$ cat config.mk
export PLATFORM = sky130hd
export DESIGN_NAME = sorc_regs
export DESIGN_NICKNAME = d
export VERILOG_FILES = /design/src/sorc_pkg.sv /design/src/sorc_regs.sv /design/src/sorc_word_decode.sv
export SDC_FILE = /design/constraint.sdc
export NUM_CORES = 1
export LEC_CHECK = 0
export ABC_CLOCK_PERIOD_IN_PS = 4400
export BUFFER_PORTS_ARGS = -buffer_cell sky130_fd_sc_hd__buf_2
export CORE_MARGIN = 2
export CORE_UTILIZATION = 58
export CTS_BUF_LIST = sky130_fd_sc_hd__clkbuf_4 sky130_fd_sc_hd__clkbuf_8
export CTS_CLUSTER_DIAMETER = 150
export DETAILED_ROUTE_END_ITERATION = 6
export GPL_TIMING_DRIVEN = 0
export HOLD_SLACK_MARGIN = 0.02
export PLACE_DENSITY = 0.84
export SYNTH_ARGS = -nofsm -noshare
export SYNTH_HDL_FRONTEND = slang
export SYNTH_HIERARCHICAL = 1
export SYNTH_SLANG_ARGS = --single-unit
$ cat constraint.sdc
create_clock -name sys_clk -period 4.4 [get_ports sys_clk]
set_input_delay 0.22 -clock sys_clk [delete_from_list [all_inputs] [get_ports sys_clk]]
set_output_delay 0.22 -clock sys_clk [all_outputs]
set_load 0.005 [all_outputs]
$ cat src/sorc_pkg.sv
/*
 * Package for the servo offset control register bank: word layout,
 * register select codes, field positions, reset values and decode codes.
 * Assumes a host delivers whole 16-bit control words, one per strobe.
 */
// Behaviour
// Upper nibble selects register 1011, 1100, 1101.
// Bits 11:10 radial: shared low-frequency offset.
// Bit 9 radial: normal or triple range.
// Bit 8 radial: track-count bandwidth select.
// Bits 7:4 radial: E input trim.
// Bits 3:0 radial: F input trim.
// Bit 11 central A/B: phase RF test route.
// Bits 10:8 central A/B: central test select.
// Bits 7:4 central A/B: A input trim.
// Bits 3:0 central A/B: B input trim.
// Bit 11 central C/D: float servo outputs.
// Bits 7:4 central C/D: C input trim.
// Bits 3:0 central C/D: D trim; 10:8 unused.
// Channel switch bit 1: mute channel A.
// Channel switch bit 0: invert channel A.
// Channel switch bit 2: invert channel B.
// Code 1000 selects channel switch; 7:3 others.
// Only matching register updates; others hold.
package sorc_pkg;
	localparam int unsigned WORD_W = 16;
	localparam int unsigned SEL_LSB = 12;
	localparam logic [3:0] SEL_CHAN_SWITCH = 4'h8;
	localparam logic [3:0] SEL_RADIAL = 4'hb;
	localparam logic [3:0] SEL_CENTRAL_AB = 4'hc;
	localparam logic [3:0] SEL_CENTRAL_CD = 4'hd;
	localparam int unsigned BIT_LF_OFFS_LSB = 10;
	localparam int unsigned BIT_RANGE = 9;
	localparam int unsigned BIT_BANDWIDTH = 8;
	localparam int unsigned BIT_HI_TRIM_LSB = 4;
	localparam int unsigned BIT_LO_TRIM_LSB = 0;
	localparam int unsigned BIT_PHASE_RF = 11;
	localparam int unsigned BIT_TEST_SEL_LSB = 8;
	localparam int unsigned BIT_FLOAT = 11;
	localparam int unsigned BIT_A_INV = 0;
	localparam int unsigned BIT_A_MUTE = 1;
	localparam int unsigned BIT_B_INV = 2;
	localparam int unsigned BIT_B_MUTE = 3;
	localparam int unsigned BIT_C_INV = 4;
	localparam int unsigned BIT_C_MUTE = 5;
	localparam int unsigned BIT_D_INV = 6;
	localparam int unsigned BIT_D_MUTE = 7;
	localparam logic [11:0] RESET_FIELDS = 12'h000;
	// Central test output selections
	localparam logic [2:0] TEST_NORMAL = 3'h0;
	localparam logic [2:0] TEST_FILTER_CURRENT = 3'h1;
	localparam logic [2:0] TEST_SUM = 3'h3;
	localparam logic [2:0] TEST_CHAN_A = 3'h4;
	// Low-frequency offset steps in mV, normal and triple range
	localparam int unsigned LF_STEP_MV = 5;
	localparam int unsigned RANGE_TRIPLE = 3;
endpackage : sorc_pkg

$ cat src/sorc_regs.sv
/*
 * Servo offset control register bank. Takes 16-bit control words on a
 * plain write port, stores the fields of four write-only registers and
 * drives every setting as a registered output, plus decoded helpers.
 * Assumes one clock (sys_clk, 125 MHz) and a synchronous active-high reset.
 * Reads return a status word: last select code accepted, settings echo.
 */
`timescale 1ns/100ps
`default_nettype none
module sorc_regs (
	// Clock and reset
	input  wire logic        sys_clk,
	input  wire logic        reset,
	// Register port
	input  wire logic [3:0]  reg_addr,
	input  wire logic [15:0] reg_wdata,
	input  wire logic        reg_write,
	input  wire logic        reg_read,
	output logic      [15:0] reg_rdata,
	// Radial register settings
	output logic      [1:0]  low_freq_offset,
	output logic             offset_range_scale,
	output logic             track_count_bandwidth,
	output logic      [3:0]  radial_e_trim,
	output logic      [3:0]  radial_f_trim,
	// Central A/B register settings
	output logic             phase_rf_test_route,
	output logic      [2:0]  central_test_select,
	output logic      [3:0]  central_a_trim,
	output logic      [3:0]  central_b_trim,
	// Central C/D register settings
	output logic             servo_outputs_float,
	output logic      [3:0]  central_c_trim,
	output logic      [3:0]  central_d_trim,
	// Channel switch settings
	output logic             chan_a_silence,
	output logic             chan_a_invert,
	output logic             chan_b_invert,
	output logic      [4:0]  chan_switch_upper,
	// Decoded helpers
	output logic      [5:0]  low_freq_offset_mv,
	output logic             servo_out_enable
);
	typedef struct packed {
		logic [11:0] radial;
		logic [11:0] central_ab;
		logic [11:0] central_cd;
		logic [7:0]  chan_switch;
		logic [15:0] rdata;
		logic [3:0]  last_sel;
		logic [5:0]  lf_mv;
		logic        out_en;
	} sorc_state_s;

	sorc_state_s state;
	sorc_state_s next_state;

	logic [11:0] fields;
	logic        hit_radial;
	logic        hit_central_ab;
	logic        hit_central_cd;
	logic        hit_chan_switch;

	// Word arrives on write data; reg_addr is ignored for writes because
	// the select code travels inside the word itself.
	sorc_word_decode u_decode (
		.word            (reg_wdata),
		.fields          (fields),
		.hit_radial      (hit_radial),
		.hit_central_ab  (hit_central_ab),
		.hit_central_cd  (hit_central_cd),
		.hit_chan_switch (hit_chan_switch)
	);

	// Offset in mV for the shared low-frequency DAC
	function automatic logic [5:0] lf_mv(input logic [1:0] code, input logic triple);
		logic [5:0] base;
		base = 6'(code) * 6'(sorc_pkg::LF_STEP_MV);
		lf_mv = triple ? 6'(base * 6'(sorc_pkg::RANGE_TRIPLE)) : base;
	endfunction : lf_mv

	always_comb begin
		next_state = state;
		// only the matching register updates
		if (reg_write) begin
			// radial select
			if (hit_radial) begin
				next_state.radial = fields;
			end
			if (hit_central_ab) begin
				next_state.central_ab = fields;
			end
			if (hit_central_cd) begin
				next_state.central_cd = fields;
			end
			// channel switch low byte
			if (hit_chan_switch) begin
				next_state.chan_switch = fields[7:0];
			end
			if (hit_radial || hit_central_ab || hit_central_cd || hit_chan_switch) begin
				next_state.last_sel = reg_wdata[15:sorc_pkg::SEL_LSB];
			end
		end
		// low-frequency offset scaled by range
		next_state.lf_mv = lf_mv(next_state.radial[sorc_pkg::BIT_LF_OFFS_LSB +: 2],
			next_state.radial[sorc_pkg::BIT_RANGE]);
		// float servo outputs
		next_state.out_en = ~next_state.central_cd[sorc_pkg::BIT_FLOAT];
		// Read port: registers are write-only, so status is read back
		next_state.rdata = 16'h0000;
		if (reg_read) begin
			unique case (reg_addr)
				sorc_pkg::SEL_RADIAL: next_state.rdata = {sorc_pkg::SEL_RADIAL, state.radial};
				sorc_pkg::SEL_CENTRAL_AB: next_state.rdata = {sorc_pkg::SEL_CENTRAL_AB, state.central_ab};
				sorc_pkg::SEL_CENTRAL_CD: next_state.rdata = {sorc_pkg::SEL_CENTRAL_CD,
					state.central_cd[11], 3'h0, state.central_cd[7:0]};
				sorc_pkg::SEL_CHAN_SWITCH: next_state.rdata = {sorc_pkg::SEL_CHAN_SWITCH, 4'h0,
					state.chan_switch};
				4'h0: next_state.rdata = {12'h000, state.last_sel};
				default: next_state.rdata = 16'h0000;
			endcase
		end
		if (reset) begin
			next_state.radial = sorc_pkg::RESET_FIELDS;
			next_state.central_ab = sorc_pkg::RESET_FIELDS;
			next_state.central_cd = sorc_pkg::RESET_FIELDS;
			next_state.chan_switch = sorc_pkg::RESET_FIELDS[7:0];
			next_state.rdata = 16'h0000;
			next_state.last_sel = 4'h0;
			next_state.lf_mv = 6'h00;
			next_state.out_en = 1'b1;
		end
	end

	always_ff @(posedge sys_clk) begin
		state <= next_state;
	end

	always_comb begin
		reg_rdata = state.rdata;
		// shared offset code
		low_freq_offset = state.radial[sorc_pkg::BIT_LF_OFFS_LSB +: 2];
		// range scale
		offset_range_scale = state.radial[sorc_pkg::BIT_RANGE];
		// bandwidth select
		track_count_bandwidth = state.radial[sorc_pkg::BIT_BANDWIDTH];
		// E trim
		radial_e_trim = state.radial[sorc_pkg::BIT_HI_TRIM_LSB +: 4];
		// F trim
		radial_f_trim = state.radial[sorc_pkg::BIT_LO_TRIM_LSB +: 4];
		// phase RF route
		phase_rf_test_route = state.central_ab[sorc_pkg::BIT_PHASE_RF];
		// central test select
		central_test_select = state.central_ab[sorc_pkg::BIT_TEST_SEL_LSB +: 3];
		// A trim
		central_a_trim = state.central_ab[sorc_pkg::BIT_HI_TRIM_LSB +: 4];
		// B trim
		central_b_trim = state.central_ab[sorc_pkg::BIT_LO_TRIM_LSB +: 4];
		// float flag
		servo_outputs_float = state.central_cd[sorc_pkg::BIT_FLOAT];
		// C trim
		central_c_trim = state.central_cd[sorc_pkg::BIT_HI_TRIM_LSB +: 4];
		// D trim
		central_d_trim = state.central_cd[sorc_pkg::BIT_LO_TRIM_LSB +: 4];
		// mute A
		chan_a_silence = state.chan_switch[sorc_pkg::BIT_A_MUTE];
		// invert A
		chan_a_invert = state.chan_switch[sorc_pkg::BIT_A_INV];
		// invert B
		chan_b_invert = state.chan_switch[sorc_pkg::BIT_B_INV];
		chan_switch_upper = state.chan_switch[sorc_pkg::BIT_B_MUTE +: 5];
		low_freq_offset_mv = state.lf_mv;
		servo_out_enable = state.out_en;
	end

	// Assertions
	property p_radial_write;
		@(posedge sys_clk) disable iff (reset)
		reg_write && reg_wdata[15:12] == 4'hb |=> radial_e_trim == $past(reg_wdata[7:4])
			&& radial_f_trim == $past(reg_wdata[3:0]) && low_freq_offset == $past(reg_wdata[11:10]);
	endproperty
	a_radial_write: assert property (p_radial_write) else $error("radial write lost");
	property p_range;
		@(posedge sys_clk) disable iff (reset)
		reg_write && reg_wdata[15:12] == 4'hb |=> offset_range_scale == $past(reg_wdata[9])
			&& track_count_bandwidth == $past(reg_wdata[8]);
	endproperty
	a_range: assert property (p_range) else $error("range or bandwidth wrong");
	property p_lf_mv;
		@(posedge sys_clk) disable iff (reset)
		reg_write && reg_wdata[15:12] == 4'hb && reg_wdata[11:9] == 3'h7 |=> low_freq_offset_mv == 6'h2d;
	endproperty
	a_lf_mv: assert property (p_lf_mv) else $error("triple range offset not 45 mV");
	property p_ab_write;
		@(posedge sys_clk) disable iff (reset)
		reg_write && reg_wdata[15:12] == 4'hc |=> central_test_select == $past(reg_wdata[10:8])
			&& phase_rf_test_route == $past(reg_wdata[11]) && central_a_trim == $past(reg_wdata[7:4])
			&& central_b_trim == $past(reg_wdata[3:0]);
	endproperty
	a_ab_write: assert property (p_ab_write) else $error("central A/B write lost");
	property p_float;
		@(posedge sys_clk) disable iff (reset)
		reg_write && reg_wdata[15:12] == 4'hd |=> servo_outputs_float == $past(reg_wdata[11])
			&& servo_out_enable == !$past(reg_wdata[11]) && central_d_trim == $past(reg_wdata[3:0]);
	endproperty
	a_float: assert property (p_float) else $error("float mode mismatch");
	property p_switch;
		@(posedge sys_clk) disable iff (reset)
		reg_write && reg_wdata[15:12] == 4'h8 |=> chan_a_silence == $past(reg_wdata[1])
			&& chan_a_invert == $past(reg_wdata[0]) && chan_b_invert == $past(reg_wdata[2]);
	endproperty
	a_switch: assert property (p_switch) else $error("channel switch write lost");
	property p_hold;
		@(posedge sys_clk) disable iff (reset)
		reg_write && reg_wdata[15:12] != 4'hb |=> $stable(radial_e_trim) && $stable(low_freq_offset);
	endproperty
	a_hold: assert property (p_hold) else $error("radial changed on other select");
	property p_hold_cd;
		@(posedge sys_clk) disable iff (reset)
		!(reg_write && reg_wdata[15:12] == 4'hd) |=> $stable(central_c_trim) && $stable(servo_outputs_float);
	endproperty
	a_hold_cd: assert property (p_hold_cd) else $error("C/D changed without write");
	property p_cd_write;
		@(posedge sys_clk) disable iff (reset)
		reg_write && reg_wdata[15:12] == 4'hd |=> central_c_trim == $past(reg_wdata[7:4]);
	endproperty
	a_cd_write: assert property (p_cd_write) else $error("C trim write lost");
	property p_hold_ab;
		@(posedge sys_clk) disable iff (reset)
		!(reg_write && reg_wdata[15:12] == 4'hc) |=> $stable(central_a_trim)
			&& $stable(central_test_select) && $stable(phase_rf_test_route);
	endproperty
	a_hold_ab: assert property (p_hold_ab) else $error("A/B changed without write");
	property p_hold_switch;
		@(posedge sys_clk) disable iff (reset)
		!(reg_write && reg_wdata[15:12] == 4'h8) |=> $stable(chan_a_silence)
			&& $stable(chan_b_invert) && $stable(chan_switch_upper);
	endproperty
	a_hold_switch: assert property (p_hold_switch) else $error("switch changed without write");
endmodule : sorc_regs
`default_nettype wire

$ cat src/sorc_word_decode.sv
/*
 * Decoder for one incoming control word: splits select and field bits
 * and flags which bank register it addresses. Pure combinational logic.
 * Assumes the caller qualifies the result with its own write strobe.
 */
`timescale 1ns/100ps
`default_nettype none
module sorc_word_decode (
	// Control word
	input  wire logic [15:0] word,
	// Decoded
	output logic      [11:0] fields,
	output logic             hit_radial,
	output logic             hit_central_ab,
	output logic             hit_central_cd,
	output logic             hit_chan_switch
);
	logic [3:0] sel;

	always_comb begin
		sel = word[15:sorc_pkg::SEL_LSB];
		fields = word[sorc_pkg::SEL_LSB-1:0];
		// select code match
		hit_radial = (sel == sorc_pkg::SEL_RADIAL);
		hit_central_ab = (sel == sorc_pkg::SEL_CENTRAL_AB);
		hit_central_cd = (sel == sorc_pkg::SEL_CENTRAL_CD);
		// channel switch code
		hit_chan_switch = (sel == sorc_pkg::SEL_CHAN_SWITCH);
	end
endmodule : sorc_word_decode
`default_nettype wire

Word level (Yosys, flattened, before mapping)

Index checks and enable logic that the tools add are counted.

Bits in registers: 71
Input port bits: 24

Mux-type cells: 7
Equal/unequal tests: 8
Multipliers: 2
Bitwise logic cells: 3
Reductions and logical operators: 11

Operator list:

| operator                                          | count |
|---|---|
| case mux 16 bit (5 select lines)                  | 1 |
| 2-to-1 mux 44 bit                                 | 1 |
| 2-to-1 mux 12 bit                                 | 3 |
| == test 4 bit (second input constant)             | 8 |
| AND reduction 2 bit                               | 5 |
| 2-to-1 mux 8 bit                                  | 1 |
| multiplier 5 x 2 -> 6 bit (second input constant) | 1 |
| multiplier 2 x 3 -> 5 bit (second input constant) | 1 |
| 2-to-1 mux 5 bit                                  | 1 |
| logical NOT 4 bit                                 | 1 |
| OR reduction 2 bit                                | 2 |
| logical OR 1 bit                                  | 3 |
| inverter 1 bit                                    | 3 |

Depth between registers and ports, before layout

Word-level depth: 6
Gate-level depth with buffers: 7

Modules after synthesis

The synthesis kept the hierarchy.

By module, submodules not included:

| module           | times used | area an instance (µm²) | cells an instance |
|---|---|---|---|
| sorc_regs        | 1          | 3024.2                 | 350 |
| sorc_word_decode | 1          | 137.6                  | 16 |

Worst setup path after synthesis

No wires, ideal clock.

Path kind: input -> register
Start: input port reg_wdata[12]
End: register state (netlist bit low_freq_offset_mv[1])
Buffers on the path: 1
Cell stages on the path: 7
Library setup time: 0.131 ns
Arrival: 1.543 ns
Path slack: 2.726 ns
Required time: 4.269 ns
Path through: and4b_1 nand2_1 buf_2 mux2i_1 ha_1 nor2_1 nor3_1

Word-level cells in the longest chain between the ends: 6

Ends and longest elaborated chain:

| what                      | RTL line               | RTL |
|---|---|---|
| start, declared           | sorc_regs.sv:16        | `input wire logic [15:0] reg_wdata,` |
| == test 4 bit *           | sorc_word_decode.sv:24 | `hit_radial = (sel == sorc_pkg::SEL_RADIAL);` |
| 2-to-1 mux 12 bit *       | sorc_regs.sv:87        | `if (hit_radial) begin` |
| 2-to-1 mux 44 bit *       | sorc_regs.sv:85        | `if (reg_write) begin` |
| multiplier 2 x 3 -> 5 bit | sorc_regs.sv:78        | `base = 6'(code) * 6'(sorc_pkg::LF_STEP_MV);` |
| multiplier 5 x 2 -> 6 bit | sorc_regs.sv:79        | `lf_mv = triple ? 6'(base * 6'(sorc_pkg::RANGE_TRIPLE)) : base;` |
| 2-to-1 mux 5 bit *        | sorc_regs.sv:79        |  |
| end signal, assigned      | sorc_regs.sv:136       | `state <= next_state;` |
| end, declared             | sorc_regs.sv:55        | `sorc_state_s state;` |

Mark *: on every way between the ends. The rest lies on a longest branch, timed or not.
A chain may end at the register's enable or synchronous reset.

Worst setup path after layout

Start: input port reg_wdata[12]
End: register state (netlist bit low_freq_offset_mv[2])

Word-level cells in the longest chain between the ends: 6

Ends and longest elaborated chain:

| what                      | RTL line               | RTL |
|---|---|---|
| == test 4 bit *           | sorc_word_decode.sv:24 |  |
| named net hit_radial      | sorc_regs.sv:59        | `logic hit_radial;` |
| 2-to-1 mux 12 bit *       | sorc_regs.sv:87        |  |
| 2-to-1 mux 44 bit *       | sorc_regs.sv:85        |  |
| multiplier 2 x 3 -> 5 bit | sorc_regs.sv:78        |  |
| multiplier 5 x 2 -> 6 bit | sorc_regs.sv:79        |  |
| 2-to-1 mux 5 bit *        | sorc_regs.sv:79        |  |

The timed path passes the listed nets; every way through them passes the cells marked *.

==> reports/qor.csv <==
stage,metric,value,unit
outcome,status,"finished, final reports clean",
power_and_ir_drop,p_total,0.001205,W
clocking,insertion_delay,0.35,ns
sta,rsz0062_at_grt,no,
setup_path,cp.required,4.61,ns
sta,max_freq,0.5362,GHz
routing,drt-total-wl,8053,microns
sta,fin_skew,0.008729,ns
sta,post-route-period-util,0.4238,
setup_path,critPathCaptureType,flip-flop,
yosys,synthCells,366,
yosys,ys_seq_area_frac,0.4242,
power_and_ir_drop,comb_power_share,0.077,
placement,dp_hpwl,5600,microns
floorplanning,die_w,77.84,microns
cells_and_area,nets,479,
grt,grt-ovfl-total,0,
clocking,clkSinkCount,67,
grt,antenna_found_initial,0,
cells_and_area,final_cell_mix,"buf_2 (79), buf_4 (68), nand2_1 (67), dfxtp_1 (67), a21oi_1 (42)",
cells_and_area,layout-drive-gt1-share,0.3969,
floorplanning,start_util,0.6113,
setup_path,crit_top_cell,buf_2,
yosys,netlist_area,3162,sq um
clocking,cts_tree,built,
sta,tns,0,ns
clocking,cts_buffer_depth,2,
setup_path,r2r_slack,2.99,ns
power_and_ir_drop,swShare,0.2416,
placement,numPortBuffers,75,
setup_path,critPathArrivalTime,2.08,ns
power_and_ir_drop,p_leak,1.823,nW
job,timing.max_cap.violations,0,
setup_path,cp_cell_sequence,buf_2 -> and4b_1 -> nand2_1 -> buf_2 -> mux2i_1 -> ha_1 -> nor2b_1 -> a211oi_1,
cells_and_area,layout_commonest_cell,buf_2,
clocking,clkTransAtPathRegs,0.07,ns
placement,place_inst,511,
routing,vias,2821,
routing,post_drt_wl_per_cell,15.31,microns
setup_path,crit_type,primary input to flip-flop,
floorplanning,design.die.area,6058,sq um
grt,grt_pass1_wl,12860,microns
placement,dpl_cell_area,3625,sq um
yosys,synth.avg_cell_area,8.639,sq um
sta,maxSlewViolCount,0,
worst_hold_path,holdPathStages,2,
routing,postRouteAntennaNets,0,
sta,final.min_clock_period,1.865,ns
clocking,cts-root-buf,clkbuf_8,
routing,drt_first_pass_iters,5,
power_and_ir_drop,power_switching,0.0002911,W
grt,grt_max_degree,11,
setup_path,critPathMaxStageDelay,0.49,ns
clocking,cts_max_level,3,
floorplanning,row_count,26,
setup_path,critPathSlowestCell,mux2i_1,
routing,drtIter0Drc,250,
yosys,synthArstFlopShare,0,
power_and_ir_drop,power_frac_seq,0.514,
sta,slew_headroom,0.4918,
sta,tightest_slew,0.7589,ns
cells_and_area,n_antenna_cell,0,
setup_path,critPathMaxFanout,10,
worst_hold_path,hp-class,primary input to flip-flop,
yosys,synth_nets,393,
setup_path,start_kind,primary input,
routing,drc_errors,0,
power_and_ir_drop,powerDensity,316.0,nW/um^2
yosys,ys_ff_latch,67,
clocking,cts_made_buffers,9,
clocking,holdBufCountCts,0,
setup_path,reg2reg_depth,4,
grt,grt.total_usage,0.2727,
yosys,synthFlopType,dfxtp_1,
setup_path,r2r_start,low_freq_offset[0]$_SDFF_PP0_,
routing,via_per_inst,5.363,
sta,setup_violations,0,
floorplanning,coreArea,5172,sq um
grt,grt_pass1_vias,2641,
power_and_ir_drop,intPower,0.0009137,W
placement,place_congestion,0.8682,
sta,hold_viol,0,
yosys,synth_edf_count,0,
floorplanning,die_height,77.84,microns
clocking,ctsResizeCount,0,
setup_path,crit_end,low_freq_offset_mv[2]$_SDFF_PP0_,
yosys,synth_cell_type_count,35,
setup_path,startpoint,reg_wdata[12],
floorplanning,ios,88,
setup_path,worstReg2RegEnd,low_freq_offset_mv[2]$_SDFF_PP0_,
cells_and_area,fin_area,3812,sq um
cells_and_area,syn_to_final_growth,20.58,%
yosys,yosys_warnings,6,
power_and_ir_drop,clockPowerShare,0.409,
clocking,cts_setup_buffers,0,
cells_and_area,fin_cells,526,
cells_and_area,fillCellCount,398,
power_and_ir_drop,ir_drop,0.2015,mV
-- synth_stat cells (2+ instances only) --
cell       count  area share
a22o_1         3      0.0083
ha_1           3       0.012
nor3_1         4      0.0063
inv_1          5      0.0059
or2_2          2      0.0040
a22oi_1        8       0.019
buf_4         68        0.16
a2bb2oi_1      4       0.011
clkbuf_1       8      0.0095
a22o_2         6       0.019
a222oi_1       4       0.013
nand2_1       67       0.080
buf_6          3       0.011
nand3_1       16       0.025
and2_1         5      0.0099
dfxtp_1       67        0.42
a21oi_1       42       0.066
and4b_1        2      0.0063
nor2_1        19       0.023
buf_2          4      0.0063
nor2b_1        3      0.0059
buf_1          3      0.0036
mux2i_1        8       0.025
-- how the worst min path moves through the flow --
stage,start,endpoint,slack (ns)
floorplan,reset,offset_range_scale$_SDFF_PP0_,0.31
global placement,central_d_trim[3]$_SDFFE_PP0P_,central_d_trim[3]$_SDFFE_PP0P_,0.46
detailed placement,track_count_bandwidth$_SDFFE_PP0P_,track_count_bandwidth$_SDFFE_PP0P_,0.46
CTS,reset,offset_range_scale$_SDFF_PP0_,0.11
global route,reset,offset_range_scale$_SDFF_PP0_,0.13
finish,reset,offset_range_scale$_SDFF_PP0_,0.11
-- metal layers --
metal  part of all wire  vias to the layer above  GRT usage
met3              0.086                       16    0.05349
met1               0.41                     1314     0.3407
li1                   -                     1344          -
met5                  0                        -          0
met4              0.021                        0     0.1196
met2               0.48                      147     0.4552
-- kinds of logic (layout without fill, tap and decap cells) --
logic type / after synthesis / in the layout / share of synthesized area
AO/OA/AOI/OAI: 70 / 70 / 0.1535
adder cells (fa/ha/maj): 3 / 3 / 0.01187
buffers and inverters: 91 / 181 / 0.1975
flip-flops: 67 / 67 / 0.4242
multiplexers: 8 / 8 / 0.02533
AND/OR/NAND/NOR: 127 / 127 / 0.1876
-- sequential cells by signal, indices dropped and copies added, names as in the netlist --
| name | count |
|---|---|
| central_test_select | 3 |
| central_c_trim | 4 |
| low_freq_offset_mv | 5 |
| chan_a_silence | 1 |
| state | 4 |
| radial_f_trim | 4 |
| phase_rf_test_route | 1 |
| low_freq_offset | 2 |
| servo_out_enable | 1 |
| central_b_trim | 4 |
| chan_switch_upper | 5 |
| chan_a_invert | 1 |
| servo_outputs_float | 1 |
| central_a_trim | 4 |
| track_count_bandwidth | 1 |
| reg_rdata | 16 |
| offset_range_scale | 1 |
| radial_e_trim | 4 |
| central_d_trim | 4 |
| chan_b_invert | 1 |
-- critical path, delay by kind of cell --
kind	cells	cell delay (ns)
AOI/OAI and AO/OA	1	0.07
muxes	1	0.49
and+or+nand+nor	3	0.61
buffers and inverters	2	0.44
adders and majority gates	1	0.24
-- power groups by stage --
stage	Combinational, W	Clock (W)	Sequential [W]
after detailed placement	0.0000911	0	0.000633
after floorplan	0.0000602	0	0.000631
after CTS	0.0000919	0.000488	0.000619
after global routing	0.000100	0.000511	0.000620
final	0.0000932	0.000492	0.000619
after global placement	0.0000891	0	0.000633
-- cell type report --
cell class,instances,area [sq um],share of cell area
Buffer,86,605.6,0.1588
Clock buffer,14,180.2,0.04726
Clock inverter,1,7.507,0.001969
Inverter,5,18.77,0.004923
Multi-Input combinational cell,208,1196,0.3138
Sequential cell,67,1341,0.3518
Tap cell,70,87.58,0.02297
Timing Repair Buffer,75,375.4,0.09846
-- through the flow --
| stage | setup slack [ns] | hold WS [ns] | util |
|---|---|---|---|
| 2_1_floorplan | 2.726 | 0.3072 | - |
| 3_3_place_gp | 2.316 | 0.4587 | 0.7008 |
| 3_5_place_dp | 2.213 | 0.4622 | 0.7008 |
| 4_1_cts | 2.578 | 0.1137 | 0.7371 |
| 5_1_grt | 2.410 | 0.1299 | 0.7371 |
| 6_report | 2.535 | 0.1104 | 0.7371 |
Power figures use the tool's default switching activity.
